==> src/drxl_pkg.sv <==
// constants, register map and state codes for the receive data lane escape and error logic
package drxl_pkg;
	// core clock and initialization timing
	localparam int CLK_PERIOD_NS = 10;
	localparam int T_INIT_NS = 100000;
	localparam int INIT_CYCLES_DEF = (T_INIT_NS + CLK_PERIOD_NS - 1) / CLK_PERIOD_NS;
	localparam int INIT_CNT_W = 24;

	// low-power line states as {dp, dn}
	localparam logic [1:0] LP_STOP = 2'h3;
	localparam logic [1:0] LP_PREQ = 2'h2;
	localparam logic [1:0] LP_NREQ = 2'h1;
	localparam logic [1:0] LP_BRIDGE = 2'h0;

	// escape entry commands, bit 0 is the first bit on the line
	localparam logic [7:0] CMD_LPDT = 8'h87;
	localparam logic [7:0] CMD_ULPS = 8'h78;
	localparam logic [7:0] CMD_TRIG_RESET = 8'h46;
	localparam logic [7:0] CMD_TRIG_UNK3 = 8'hba;
	localparam logic [7:0] CMD_TRIG_UNK5 = 8'h05;

	// one-hot trigger codes
	localparam logic [3:0] TRIG_NONE = 4'h0;
	localparam logic [3:0] TRIG_RESET = 4'h1;
	localparam logic [3:0] TRIG_UNK3 = 4'h4;
	localparam logic [3:0] TRIG_UNK5 = 4'h8;

	localparam logic [2:0] BITCNT_ZERO = 3'h0;
	localparam logic [2:0] BITCNT_LAST = 3'h7;

	// register map
	localparam logic [31:0] REG_CTRL_OFF = 32'h00000000;
	localparam logic [31:0] REG_STATUS_OFF = 32'h00000004;
	localparam logic [31:0] REG_DATA_OFF = 32'h00000008;
	localparam logic [1:0] IDX_CTRL = 2'h0;
	localparam logic [1:0] IDX_STATUS = 2'h1;
	localparam logic [1:0] IDX_DATA = 2'h2;
	localparam logic [1:0] IDX_NONE = 2'h3;
	localparam int CTRL_FORCE_BIT = 0;
	localparam int CTRL_SHARED_BIT = 1;
	localparam logic [31:0] CTRL_MASK = 32'h00000003;
	localparam logic [31:0] CTRL_RESET = 32'h00000002;
	localparam int STATUS_W = 13;
	localparam logic [1:0] HTRANS_NONSEQ = 2'h2;
	localparam logic [2:0] HSIZE_WORD = 3'h2;

	typedef enum logic [2:0] {
		S_STOP = 3'b000,
		S_LPREQ = 3'b001,
		S_BRIDGE = 3'b010,
		S_ESCREQ = 3'b011,
		S_CMD = 3'b100,
		S_LPDT = 3'b101,
		S_WAIT = 3'b110,
		S_HSREQ = 3'b111
	} drxl_state_t;
endpackage

==> src/drxl_line_if.sv <==
// synchronised line events passed from the line front end to the lane logic
`timescale 1ns/1ns
interface drxl_line_if;
	logic [1:0] lp;
	logic change;
	logic bit_stb;
	logic bit_val;
	logic esc_fall;
	logic esc_clk;
	logic byte_rise;
	logic sot_soft;
	logic sot_sync;
	logic force_lvl;
	logic lock_lvl;
	modport front (output lp, change, bit_stb, bit_val, esc_fall, esc_clk, byte_rise, sot_soft, sot_sync,
		force_lvl, lock_lvl);
	modport lane (input lp, change, bit_stb, bit_val, esc_fall, esc_clk, byte_rise, sot_soft, sot_sync,
		force_lvl, lock_lvl);
endinterface

==> src/drxl_lane_rx.sv <==
// receive data lane: escape decoding, line and start-of-transmission errors, resets and register slave
// How it works
// - escape receive clock is built from the two low-power wires
// - low-power data flag rises on data entry, holds until stop
// - each received data byte is presented with escape valid high
// - ultra-low-power flag rises on entry, holds until stop
// - triggers one-hot: reset 0001, unknown-3 0100, unknown-5 1000
// - received trigger bit holds until a stop state is seen
// - escape byte has first received bit in bit 0, moves on escape clock fall
// - soft leader error pulses for one byte-clock cycle
// - leader sync error pulses for one byte-clock cycle
// - unknown escape command raises entry error until next line change
// - data ending off a byte boundary raises sync error until next line change
// - wrong line sequence such as request then stop raises control error
// - core reset is active high in the core clock domain
// - shared logic inside gives system reset out and lock out
// - initialization-done rises once the lane finished initialization
//
// Our own choices: the AHB-Lite slave port and the register offsets.
`timescale 1ns/1ns
module drxl_lane_rx
	import drxl_pkg::*;
#(
	parameter int INIT_CYCLES = INIT_CYCLES_DEF
)(
	input wire logic clock,
	input wire logic rstn,
	input wire logic core_rst,
	input wire logic hsel,
	input wire logic [31:0] haddr,
	input wire logic [1:0] htrans,
	input wire logic hwrite,
	input wire logic [2:0] hsize,
	input wire logic [31:0] hwdata,
	input wire logic hready,
	output logic [31:0] hrdata,
	output logic hreadyout,
	output logic hresp,
	input wire logic lp_dp,
	input wire logic lp_dn,
	input wire logic byte_clk,
	input wire logic sot_soft_in,
	input wire logic sot_sync_in,
	input wire logic force_reinit,
	input wire logic system_rst_in,
	input wire logic lock_in,
	output logic esc_clk,
	output logic lpdt_active,
	output logic ulps_active,
	output logic [3:0] trigger,
	output logic [7:0] esc_data,
	output logic esc_valid,
	output logic err_sot_soft,
	output logic err_sot_sync,
	output logic err_esc_entry,
	output logic err_esc_sync,
	output logic err_control,
	output logic system_rst_out,
	output logic lock_out,
	output logic init_done
);
	drxl_line_if line ();

	logic core_rst_i;
	logic lane_clr;
	logic sys_rst_eff;
	logic act_change;
	logic stop_ev;
	logic [7:0] cmd_byte;
	logic [3:0] trig_code;

	drxl_state_t st_r;
	drxl_state_t st_nxt;
	logic [7:0] sh_r;
	logic [7:0] sh_nxt;
	logic [2:0] cnt_r;
	logic [2:0] cnt_nxt;
	logic lpdt_set;
	logic ulps_set;
	logic [3:0] trig_set;
	logic esc_set;
	logic sync_set;
	logic ctl_set;
	logic byte_done;

	logic lpdt_r;
	logic ulps_r;
	logic [3:0] trig_r;
	logic [7:0] data_r;
	logic valid_r;
	logic err_soft_r;
	logic err_sync_hs_r;
	logic err_esc_r;
	logic err_syncesc_r;
	logic err_ctl_r;
	logic [INIT_CNT_W-1:0] init_cnt_r;
	logic init_done_r;
	logic sys_rst_r;
	logic lock_r;

	logic [31:0] ctrl_r;
	logic act_r;
	logic wr_r;
	logic [1:0] idx_r;
	logic [31:0] hrdata_r;
	logic hreadyout_r;
	logic hresp_r;
	logic acc;
	logic ctrl_wr;
	logic [31:0] ctrl_view;
	logic [STATUS_W-1:0] status_w;
	logic [31:0] rd_mux;

	drxl_line_frontend u_fe (
		.clock(clock),
		.rst(core_rst_i),
		.lp_dp(lp_dp),
		.lp_dn(lp_dn),
		.byte_clk(byte_clk),
		.sot_soft_in(sot_soft_in),
		.sot_sync_in(sot_sync_in),
		.force_in(force_reinit),
		.lock_in(lock_in),
		.line(line.front)
	);

	function automatic logic [1:0] reg_idx(input logic [31:0] addr);
		logic [1:0] idx;
		idx = IDX_NONE;
		if (addr == REG_CTRL_OFF) begin
			idx = IDX_CTRL;
		end else if (addr == REG_STATUS_OFF) begin
			idx = IDX_STATUS;
		end else if (addr == REG_DATA_OFF) begin
			idx = IDX_DATA;
		end
		return idx;
	endfunction

	// resets: core reset is active high beside the house active-low one
	assign core_rst_i = !rstn || core_rst;
	// shared logic in the core uses its own lock, otherwise the outside reset
	assign sys_rst_eff = ctrl_r[CTRL_SHARED_BIT] ? sys_rst_r : system_rst_in;
	// forcing only makes sense from stop; mid-burst use is the far side's fault
	assign lane_clr = core_rst_i || sys_rst_eff || line.force_lvl || ctrl_r[CTRL_FORCE_BIT];

	// line decoding is held off until the lane has initialised
	assign act_change = line.change && init_done_r;
	assign stop_ev = act_change && (line.lp == LP_STOP);
	// first bit on the line ends in bit 0
	assign cmd_byte = {line.bit_val, sh_r[7:1]};
	assign trig_code = (cmd_byte == CMD_TRIG_RESET) ? TRIG_RESET :
		(cmd_byte == CMD_TRIG_UNK3) ? TRIG_UNK3 :
		(cmd_byte == CMD_TRIG_UNK5) ? TRIG_UNK5 : TRIG_NONE;

	always_comb begin
		st_nxt = st_r;
		sh_nxt = sh_r;
		cnt_nxt = cnt_r;
		lpdt_set = 1'b0;
		ulps_set = 1'b0;
		trig_set = TRIG_NONE;
		esc_set = 1'b0;
		sync_set = 1'b0;
		ctl_set = 1'b0;
		byte_done = 1'b0;
		if (act_change) begin
			case (st_r)
				S_STOP: begin
					if (line.lp == LP_PREQ) begin
						st_nxt = S_LPREQ;
					end else if (line.lp == LP_NREQ) begin
						st_nxt = S_HSREQ;
					end else begin
						ctl_set = 1'b1;
						st_nxt = S_WAIT;
					end
				end
				S_LPREQ: begin
					if (line.lp == LP_BRIDGE) begin
						st_nxt = S_BRIDGE;
					end else begin
						ctl_set = 1'b1;
						st_nxt = S_WAIT;
					end
				end
				S_BRIDGE: begin
					// turnaround not served here, but it still owes a bridge like a high-speed request
					if (line.lp == LP_NREQ) begin
						st_nxt = S_ESCREQ;
					end else if (line.lp == LP_PREQ) begin
						st_nxt = S_HSREQ;
					end else begin
						ctl_set = 1'b1;
						st_nxt = S_WAIT;
					end
				end
				S_ESCREQ: begin
					if (line.lp == LP_BRIDGE) begin
						st_nxt = S_CMD;
						cnt_nxt = BITCNT_ZERO;
					end else begin
						ctl_set = 1'b1;
						st_nxt = S_WAIT;
					end
				end
				S_CMD, S_LPDT: begin
					if (line.bit_stb) begin
						sh_nxt = cmd_byte;
						cnt_nxt = cnt_r + 3'h1;
						if (cnt_r == BITCNT_LAST && st_r == S_LPDT) begin
							byte_done = 1'b1;
						end else if (cnt_r == BITCNT_LAST) begin
							st_nxt = S_WAIT;
							if (cmd_byte == CMD_LPDT) begin
								lpdt_set = 1'b1;
								st_nxt = S_LPDT;
							end else if (cmd_byte == CMD_ULPS) begin
								ulps_set = 1'b1;
							end else if (trig_code != TRIG_NONE) begin
								trig_set = trig_code;
							end else begin
								esc_set = 1'b1;
							end
						end
					end else if (line.lp == LP_STOP && st_r == S_LPDT && cnt_r != BITCNT_ZERO) begin
						sync_set = 1'b1;
					end
				end
				S_HSREQ: begin
					// the burst itself belongs to the high-speed path
					if (line.lp == LP_BRIDGE) begin
						st_nxt = S_WAIT;
					end else begin
						ctl_set = 1'b1;
						st_nxt = S_WAIT;
					end
				end
				S_WAIT: begin
					st_nxt = S_WAIT;
				end
				default: begin
					st_nxt = S_STOP;
				end
			endcase
			if (line.lp == LP_STOP) begin
				st_nxt = S_STOP;
			end
		end
	end

	always_ff @(posedge clock) begin
		if (lane_clr) begin
			st_r <= S_STOP;
			sh_r <= 8'h00;
			cnt_r <= BITCNT_ZERO;
		end else begin
			st_r <= st_nxt;
			sh_r <= sh_nxt;
			cnt_r <= cnt_nxt;
		end
	end

	// mode flags: a fresh entry wins over the stop that would clear it
	always_ff @(posedge clock) begin
		if (lane_clr) begin
			lpdt_r <= 1'b0;
			ulps_r <= 1'b0;
			trig_r <= TRIG_NONE;
		end else begin
			lpdt_r <= lpdt_set || (lpdt_r && !stop_ev);
			ulps_r <= ulps_set || (ulps_r && !stop_ev);
			trig_r <= (trig_set != TRIG_NONE) ? trig_set : (stop_ev ? TRIG_NONE : trig_r);
		end
	end

	// byte goes out on the escape clock fall, so it is settled at the next rise
	always_ff @(posedge clock) begin
		if (lane_clr) begin
			data_r <= 8'h00;
			valid_r <= 1'b0;
		end else if (byte_done) begin
			data_r <= cmd_byte;
			valid_r <= 1'b1;
		end else if (line.esc_fall) begin
			valid_r <= 1'b0;
		end
	end

	// line state errors hold until the next line change; a new set wins
	always_ff @(posedge clock) begin
		if (lane_clr) begin
			err_esc_r <= 1'b0;
			err_syncesc_r <= 1'b0;
			err_ctl_r <= 1'b0;
		end else begin
			err_esc_r <= esc_set || (err_esc_r && !act_change);
			err_syncesc_r <= sync_set || (err_syncesc_r && !act_change);
			err_ctl_r <= ctl_set || (err_ctl_r && !act_change);
		end
	end

	// leader errors re-sampled at each byte clock rise, so they last one byte period
	always_ff @(posedge clock) begin
		if (lane_clr) begin
			err_soft_r <= 1'b0;
			err_sync_hs_r <= 1'b0;
		end else if (line.byte_rise) begin
			err_soft_r <= line.sot_soft;
			err_sync_hs_r <= line.sot_sync;
		end
	end

	// initialization: stop must be held for the full init time
	always_ff @(posedge clock) begin
		if (lane_clr) begin
			init_cnt_r <= '0;
			init_done_r <= 1'b0;
		end else if (line.lp != LP_STOP) begin
			init_cnt_r <= '0;
		end else if (init_cnt_r == INIT_CYCLES[INIT_CNT_W-1:0]) begin
			init_done_r <= 1'b1;
		end else begin
			init_cnt_r <= init_cnt_r + INIT_CNT_W'(1);
		end
	end

	// system reset and lock only leave the block with shared logic inside
	always_ff @(posedge clock) begin
		if (core_rst_i) begin
			sys_rst_r <= 1'b1;
			lock_r <= 1'b0;
		end else begin
			sys_rst_r <= ctrl_r[CTRL_SHARED_BIT] && !line.lock_lvl;
			lock_r <= ctrl_r[CTRL_SHARED_BIT] && line.lock_lvl;
		end
	end

	// ahb-lite slave, zero wait states, always okay
	assign acc = hsel && (htrans == HTRANS_NONSEQ) && hready;
	assign ctrl_wr = act_r && wr_r && (idx_r == IDX_CTRL);
	// forward a write in flight so a read right behind it sees the new value
	assign ctrl_view = ctrl_wr ? (hwdata & CTRL_MASK) : ctrl_r;
	assign status_w = {line.lp, lock_r, err_ctl_r, err_syncesc_r, err_esc_r, trig_r, ulps_r, lpdt_r,
		init_done_r};
	assign rd_mux = (reg_idx(haddr) == IDX_CTRL) ? ctrl_view :
		(reg_idx(haddr) == IDX_STATUS) ? {{(32 - STATUS_W){1'b0}}, status_w} :
		(reg_idx(haddr) == IDX_DATA) ? {24'h000000, data_r} : 32'h00000000;

	always_ff @(posedge clock) begin
		if (core_rst_i) begin
			act_r <= 1'b0;
			wr_r <= 1'b0;
			idx_r <= IDX_NONE;
			hrdata_r <= 32'h00000000;
			ctrl_r <= CTRL_RESET;
			hreadyout_r <= 1'b1;
			hresp_r <= 1'b0;
		end else begin
			act_r <= acc;
			wr_r <= hwrite && (hsize == HSIZE_WORD);
			idx_r <= reg_idx(haddr);
			hrdata_r <= (acc && !hwrite) ? rd_mux : 32'h00000000;
			ctrl_r <= ctrl_view;
			hreadyout_r <= 1'b1;
			hresp_r <= 1'b0;
		end
	end

	assign hrdata = hrdata_r;
	assign hreadyout = hreadyout_r;
	assign hresp = hresp_r;
	assign esc_clk = line.esc_clk;
	assign lpdt_active = lpdt_r;
	assign ulps_active = ulps_r;
	assign trigger = trig_r;
	assign esc_data = data_r;
	assign esc_valid = valid_r;
	assign err_sot_soft = err_soft_r;
	assign err_sot_sync = err_sync_hs_r;
	assign err_esc_entry = err_esc_r;
	assign err_esc_sync = err_syncesc_r;
	assign err_control = err_ctl_r;
	assign system_rst_out = sys_rst_r;
	assign lock_out = lock_r;
	assign init_done = init_done_r;
endmodule

==> src/drxl_line_frontend.sv <==
// line front end: synchronisers, line transitions, escape clock and byte clock edges
`timescale 1ns/1ns
module drxl_line_frontend
	import drxl_pkg::*;
(
	input wire logic clock,
	input wire logic rst,
	input wire logic lp_dp,
	input wire logic lp_dn,
	input wire logic byte_clk,
	input wire logic sot_soft_in,
	input wire logic sot_sync_in,
	input wire logic force_in,
	input wire logic lock_in,
	drxl_line_if.front line
);
	logic [1:0] lp_m_r;
	logic [1:0] lp_s_r;
	logic [1:0] lp_p_r;
	logic [2:0] bclk_r;
	logic [3:0] misc_m_r;
	logic [3:0] misc_s_r;
	logic esc_clk_r;

	always_ff @(posedge clock) begin
		if (rst) begin
			lp_m_r <= LP_STOP;
			lp_s_r <= LP_STOP;
			lp_p_r <= LP_STOP;
			bclk_r <= 3'h0;
			misc_m_r <= 4'h0;
			misc_s_r <= 4'h0;
			esc_clk_r <= 1'b0;
		end else begin
			lp_m_r <= {lp_dp, lp_dn};
			lp_s_r <= lp_m_r;
			lp_p_r <= lp_s_r;
			bclk_r <= {bclk_r[1:0], byte_clk};
			misc_m_r <= {lock_in, force_in, sot_sync_in, sot_soft_in};
			misc_s_r <= misc_m_r;
			// escape clock rebuilt from the line pair
			esc_clk_r <= lp_s_r[1] ^ lp_s_r[0];
		end
	end

	// bits 1 and 0 are marked by which wire pulsed before the return to bridge
	assign line.lp = lp_s_r;
	assign line.change = (lp_s_r != lp_p_r);
	assign line.bit_stb = (lp_s_r == LP_BRIDGE) && ((lp_p_r == LP_PREQ) || (lp_p_r == LP_NREQ));
	assign line.bit_val = (lp_p_r == LP_PREQ);
	assign line.esc_fall = (lp_s_r != lp_p_r) && (lp_s_r[1] == lp_s_r[0]);
	assign line.esc_clk = esc_clk_r;
	assign line.byte_rise = bclk_r[1] & ~bclk_r[2];
	assign line.sot_soft = misc_s_r[0];
	assign line.sot_sync = misc_s_r[1];
	assign line.force_lvl = misc_s_r[2];
	assign line.lock_lvl = misc_s_r[3];
endmodule

==> config.mk <==
export PLATFORM = sky130hd
export DESIGN_NAME = drxl_lane_rx
export DESIGN_NICKNAME = d
export VERILOG_FILES = /design/src/drxl_pkg.sv /design/src/drxl_line_if.sv /design/src/drxl_lane_rx.sv /design/src/drxl_line_frontend.sv
export SDC_FILE = /design/constraint.sdc
export NUM_CORES = 1
export LEC_CHECK = 0
export BUFFER_PORTS_ARGS = -buffer_cell sky130_fd_sc_hd__buf_4
export CORE_ASPECT_RATIO = 0.9
export CORE_MARGIN = 1
export CORE_UTILIZATION = 59
export CTS_BUF_LIST = sky130_fd_sc_hd__clkbuf_4 sky130_fd_sc_hd__clkbuf_8
export DETAILED_ROUTE_END_ITERATION = 10
export PLACE_DENSITY_LB_ADDON = 0.25
export SYNTH_ARGS = -nofsm -noshare
export SYNTH_HDL_FRONTEND = slang
export SYNTH_SLANG_ARGS = --single-unit
==> constraint.sdc <==
create_clock -name clock -period 6.51 [get_ports clock]
set_clock_uncertainty 0.2 [all_clocks]
set_input_delay 0.9765 -clock clock [delete_from_list [all_inputs] [get_ports clock]]
set_output_delay 0.9765 -clock clock [all_outputs]
set_load 0.05 [all_outputs]
Yosys cells after proc, flatten, opt, wreduce, memory -nomap -nowiden. Index checks and enable logic that the tools add are counted. W data, S select, Z words.

$add $sub $neg: 2. Eq/ne operators: 33. Multiplexer cells: 74. Bitwise gates (word level): 5. Reductions and logical operators: 55.

Operators by type and width (number): $mux W32 (2); $mux W4 (13); $mux W1 (41); $eq A32 B3 Y1 const B (1); $eq A32 B4 Y1 const B (1); $logic_not A32 Y1 (1); $mux W3 (9); $add A24 B1 Y24 const B (1); $eq A24 B14 Y1 const B (1); $logic_and A1 B1 Y1 (20); $pmux W3 S6 (1); $eq A8 B7 Y1 const B (2); $eq A8 B8 Y1 const B (2); $eq A3 B3 Y1 const B (5); $mux W13 (1); $eq A2 B2 Y1 const B (5); $logic_or A1 B1 Y1 (10); $eq A3 B2 Y1 const B (3); $ne A3 B3 Y1 const B (3); $eq A8 B3 Y1 const B (1); $mux W2 (4); $mux W8 (1); $reduce_and A4 Y1 (2); $reduce_bool A4 Y1 (2); 20 further kinds (37).

Register bits: 147. Bits of input ports: 83. Output and inout bits: 58. Logic and storage cells: 198.

Depth between registers and ports, before layout.
Depth after elaboration: 16. Mapped depth: 8. Gate-level depth less buffers: 7.

Cells and area by module. A second synthesis with hierarchy kept.

Cell total of the unflattened synthesis: 587. Area total of the unflattened synthesis: 5477.8 sq um.

By module, submodules not included: drxl_lane_rx (times used 1, cells each 539, area each 4908.5 sq um, seq. area each 2542.4 sq um); drxl_line_frontend (times used 1, cells each 48, area each 569.3 sq um, seq. area each 360.3 sq um).

Worst setup path before layout. Ideal clock, no wire load.

Path type: input to register. Start point: input core_rst. End point: register hrdata_r[22], in the netlist hrdata[22]. Setup time: 0.059 ns. Arrival time: 2.623 ns. Required time: 6.251 ns. Path slack: 3.628 ns. Stages on the path: 7. Path buffers: 2. Cells stage by stage: nand2b_4 or4_1 or4_1 buf_2 nor3_4 buf_6 and2_1.

Word-level cells in the longest chain between the ends: 2.

RTL lines: start, declared (RTL line drxl_lane_rx.sv:28) `input wire logic core_rst,`; $logic_or A1 B1 Y1 (RTL line drxl_lane_rx.sv:141) `assign core_rst_i = !rstn || core_rst;`; $reduce_or A2 Y1 (no line); end signal, assigned (RTL line drxl_lane_rx.sv:363) `hrdata_r <= (acc && !hwrite) ? rd_mux : 32'h00000000;`; end, declared (RTL line drxl_lane_rx.sv:105) `logic [31:0] hrdata_r;`.

Every way passes these cells. A chain may end at the register's enable or synchronous reset.

Worst setup path after layout.
Start point: input rstn. End point: register init_cnt_r[16].

Word-level cells in the longest chain between the ends: 6.

RTL lines: start, declared (RTL line drxl_lane_rx.sv:27) `input wire logic rstn,`; $logic_not A1 Y1 (RTL line drxl_lane_rx.sv:141); $logic_or A1 B1 Y1 (RTL line drxl_lane_rx.sv:141); $logic_or A1 B1 Y1 (3 in series) (RTL line drxl_lane_rx.sv:145) `assign lane_clr = core_rst_i || sys_rst_eff || line.force_lvl || ctrl_r[CTRL_FORCE_BIT];`; $reduce_or A2 Y1 (no line); end signal, assigned (RTL line drxl_lane_rx.sv:324) `init_cnt_r <= init_cnt_r + INIT_CNT_W'(1);`; end, declared (RTL line drxl_lane_rx.sv:96) `logic [INIT_CNT_W-1:0] init_cnt_r;`.

Every way passes these cells.

==> flow_metrics.py <==
metrics = {
    "outcome": {
        "status": "complete, no violations",
    },
    "sta": {
        "slew_violations": 0,
        "period_minus_slack_ns": 3.11,
        "setup_slack_ns": 3.40,
        "hold_viol_final": 0,
        "period_share": 0.478,
        "setup_viol": 0,
        "max_clock_freq_mhz": 321,
        "worst_slew_pin_slew_ns": 1.12,
        "fin_tns_setup_ns": 0,
        "rsz0062_at_grt": "no",
        "maxSlewHeadroom": 0.254,
    },
    "logic_synthesis": {
        "synth.avg_cell_area_um2": 9.36,
        "synthFlopType": "dfxtp_1",
        "ys_seq_area_frac": 0.527,
        "ys_types": 55,
        "synth_common_cells": "145 x dfxtp_1, 71 x nor2_1, 62 x and2_1",
        "synth_top_family_by_area": "simple AND/OR/NAND/NOR gates",
        "synth-async-reset-ratio": 0,
        "synth-xor-area-share": 0.0381,
        "syn_area_um2": 5510,
        "synth_top_area_cell": "dfxtp_1",
        "netlist_top_cells_area": "dfxtp_1 53%, and2_1 7.0%, nor2_1 4.8%, nand2_1 3.1%, xnor2_1 2.7%",
        "ys_ff_latch": 145,
        "synth_cells": 589,
        "synth_compound_area_frac": 0.0736,
        "synth_adder_area_share": 0.0227,
        "synth_top_area_share": 0.527,
        "synth.most_common_cell": "dfxtp_1",
        "synth-edff-count": 0,
        "muxShareOfSynthArea": 0.0254,
        "yosys.area_share.simple": 0.276,
        "ys_warn_count": 0,
    },
    "global_routing": {
        "grt_first_pass_wirelength_mm": 18.0,
        "antenna_found_initial": 0,
        "grt-ovfl-total": 0,
        "grt_max_degree": 35,
        "grt_usage": 0.236,
        "grt_pass1_vias": 3911,
    },
    "power_and_ir_drop": {
        "p_leak_nw": 2.59,
        "power_density_nw_per_um2": 235,
        "peakVddDrop_mv": 0.206,
        "power_mw": 1.59,
    },
    "worst_setup_path": {
        "r2r-start": "u_fe.lp_p_r[0]",
        "arrival_ns": 3.26,
        "cp_max_fo": 34,
        "start_kind": "primary input",
        "critPathCaptureType": "flip-flop",
        "critPathRequiredTime_ns": 6.66,
        "critPathKind": "primary input to flip-flop",
        "startpoint": "rstn",
    },
    "cells_and_area": {
        "drive_gt1_frac": 0.210,
        "design_area_um2": 6740,
        "insertedDiodeCount": 0,
        "finalNonFillerCells": 821,
        "finalNetCount": 780,
        "areaGrowthSynthToFinish_pct": 22.3,
    },
    "place": {
        "dpl.cell_count": 790,
        "placed_area_um2": 6360,
        "gp_congestion": 0.851,
        "pre_cts_ws_ns": 2.85,
        "port_buffers": 107,
        "post-dp-hpwl_mm": 8.04,
    },
    "clock_network": {
        "clk_pin_slew_ns": 0.07,
        "ctsHoldBuffers": 0,
        "cts_max_path_buffers": 2,
        "clkSinkCount": 145,
        "numCtsBuffers": 17,
        "cts_max_level": 4,
        "post_cts_resize_count": 0,
        "postCtsSetupRepairBufs": 0,
        "root_buffer": "clkbuf_8",
        "insertion_delay_ns": 0.43,
        "cts_tree": "yes",
    },
    "routing": {
        "via_per_inst": 5.21,
        "final_antenna_net_count": 0,
        "wirelength_mm": 11.1,
        "first_pass_iters": 4,
        "post_drt_wl_per_cell_um": 13.6,
        "drc": 0,
        "via_count": 4281,
        "drt_first_iter_violations": 169,
    },
    "die": {
        "core_area_um2": 9080,
        "io_pins": 141,
        "start_util": 0.607,
        "rows": 33,
        "die-area_um2": 9730,
        "dieWidth_um": 104,
        "die_h_um": 93.7,
    },
    "hold_path": {
        "hold_class": "flip-flop to flip-flop",
        "holdCritStartpoint": "u_fe.lp_m_r[1]",
    },
    "run": {
        "maxCapViolCount": 0,
    },
}
-- final timing paths --
| kind | endpoint | slack (ns) | cells after the start |
|---|---|---|---|
| min reg2reg | u_fe.line.lp[1] | 0.22 | 1 |
| max reg2reg | trigger[2] | 4.08 | 7 |
| min | u_fe.line.lp[1] | 0.22 | 1 |
| max | init_cnt_r[16] | 3.40 | 7 |
-- area by class of cell --
type,count,area (µm²)
Inverter,16,60.1
Sequential cell,145,2900
Multi-Input combinational cell,398,2430
Tap cell,122,153
Clock inverter,10,85.1
Fill cell,672,2350
Clock buffer,21,289
Timing Repair Buffer,109,818
-- layout by cell type, fill, tap and decap left out, types with 5 or more instances in the layout --
cell,count
nand2b_1,10
nor3b_1,12
nand4_1,7
buf_4,109
nor2_1,71
xnor2_1,17
clkbuf_8,21
nor4b_1,5
nand3_1,13
and2_1,62
a21oi_1,29
o21ai_0,11
dfxtp_1,145
ha_1,10
nor2b_1,9
and3_1,5
clkinv_2,5
xor2_1,7
inv_1,16
nor3_1,9
nand2_1,46
nor4_1,13
mux2i_1,14
-- sequential cells by signal, summed over array words and instances (netlist names), 4 cells and up, named ones only --
register       cells
ctrl_r            32
esc_data           8
hrdata            32
init_cnt_r        24
sh_r               7
u_fe.misc_m_r      4
u_fe.misc_s_r      4
-- logic make-up after synthesis --
family                     after synthesis
buffers and inverters                   47
DFF                                    145
other                                    2
AOI/OAI and AO/OA                       66
and+or+nand+nor                        281
adders and majority gates               10
xor gates and xnor gates                24
muxes                                   14
-- worst max-delay path, stage by stage --
cell and delay, ns:
buf_4 0.10, nor2b_1 0.87, nand3_1 0.16, buf_4 0.31, inv_1 0.13, nand2_1 0.45
nor2_1 0.26
-- power breakdown --
group | leakage (nW) | total [mW] | switching, mW | internal, mW
clock network | 0.185 | 0.648 | 0.312 | 0.337
logic | 1.23 | 0.0469 | 0.0214 | 0.0255
registers | 1.17 | 0.890 | 0.00113 | 0.889
-- layer usage --
layer | GRT usage | wire length, µm | vias up
li1 | - | - | 2172
met1 | 0.289 | 5010 | 1986
met2 | 0.390 | 5450 | 101
met3 | 0.0548 | 395 | 22
met4 | 0.126 | 281 | 0
met5 | 0 | 0 | -
-- stage by stage --
| stage | hold WS, ns | utilization |
|---|---|---|
| floorplan | 0.186 | - |
| global placement | 0.191 | 0.701 |
| detailed placement | 0.206 | 0.701 |
| CTS | 0.221 | 0.742 |
| global route | 0.240 | 0.742 |
| finish | 0.217 | 0.742 |
(Power assumes the default switching activity.)
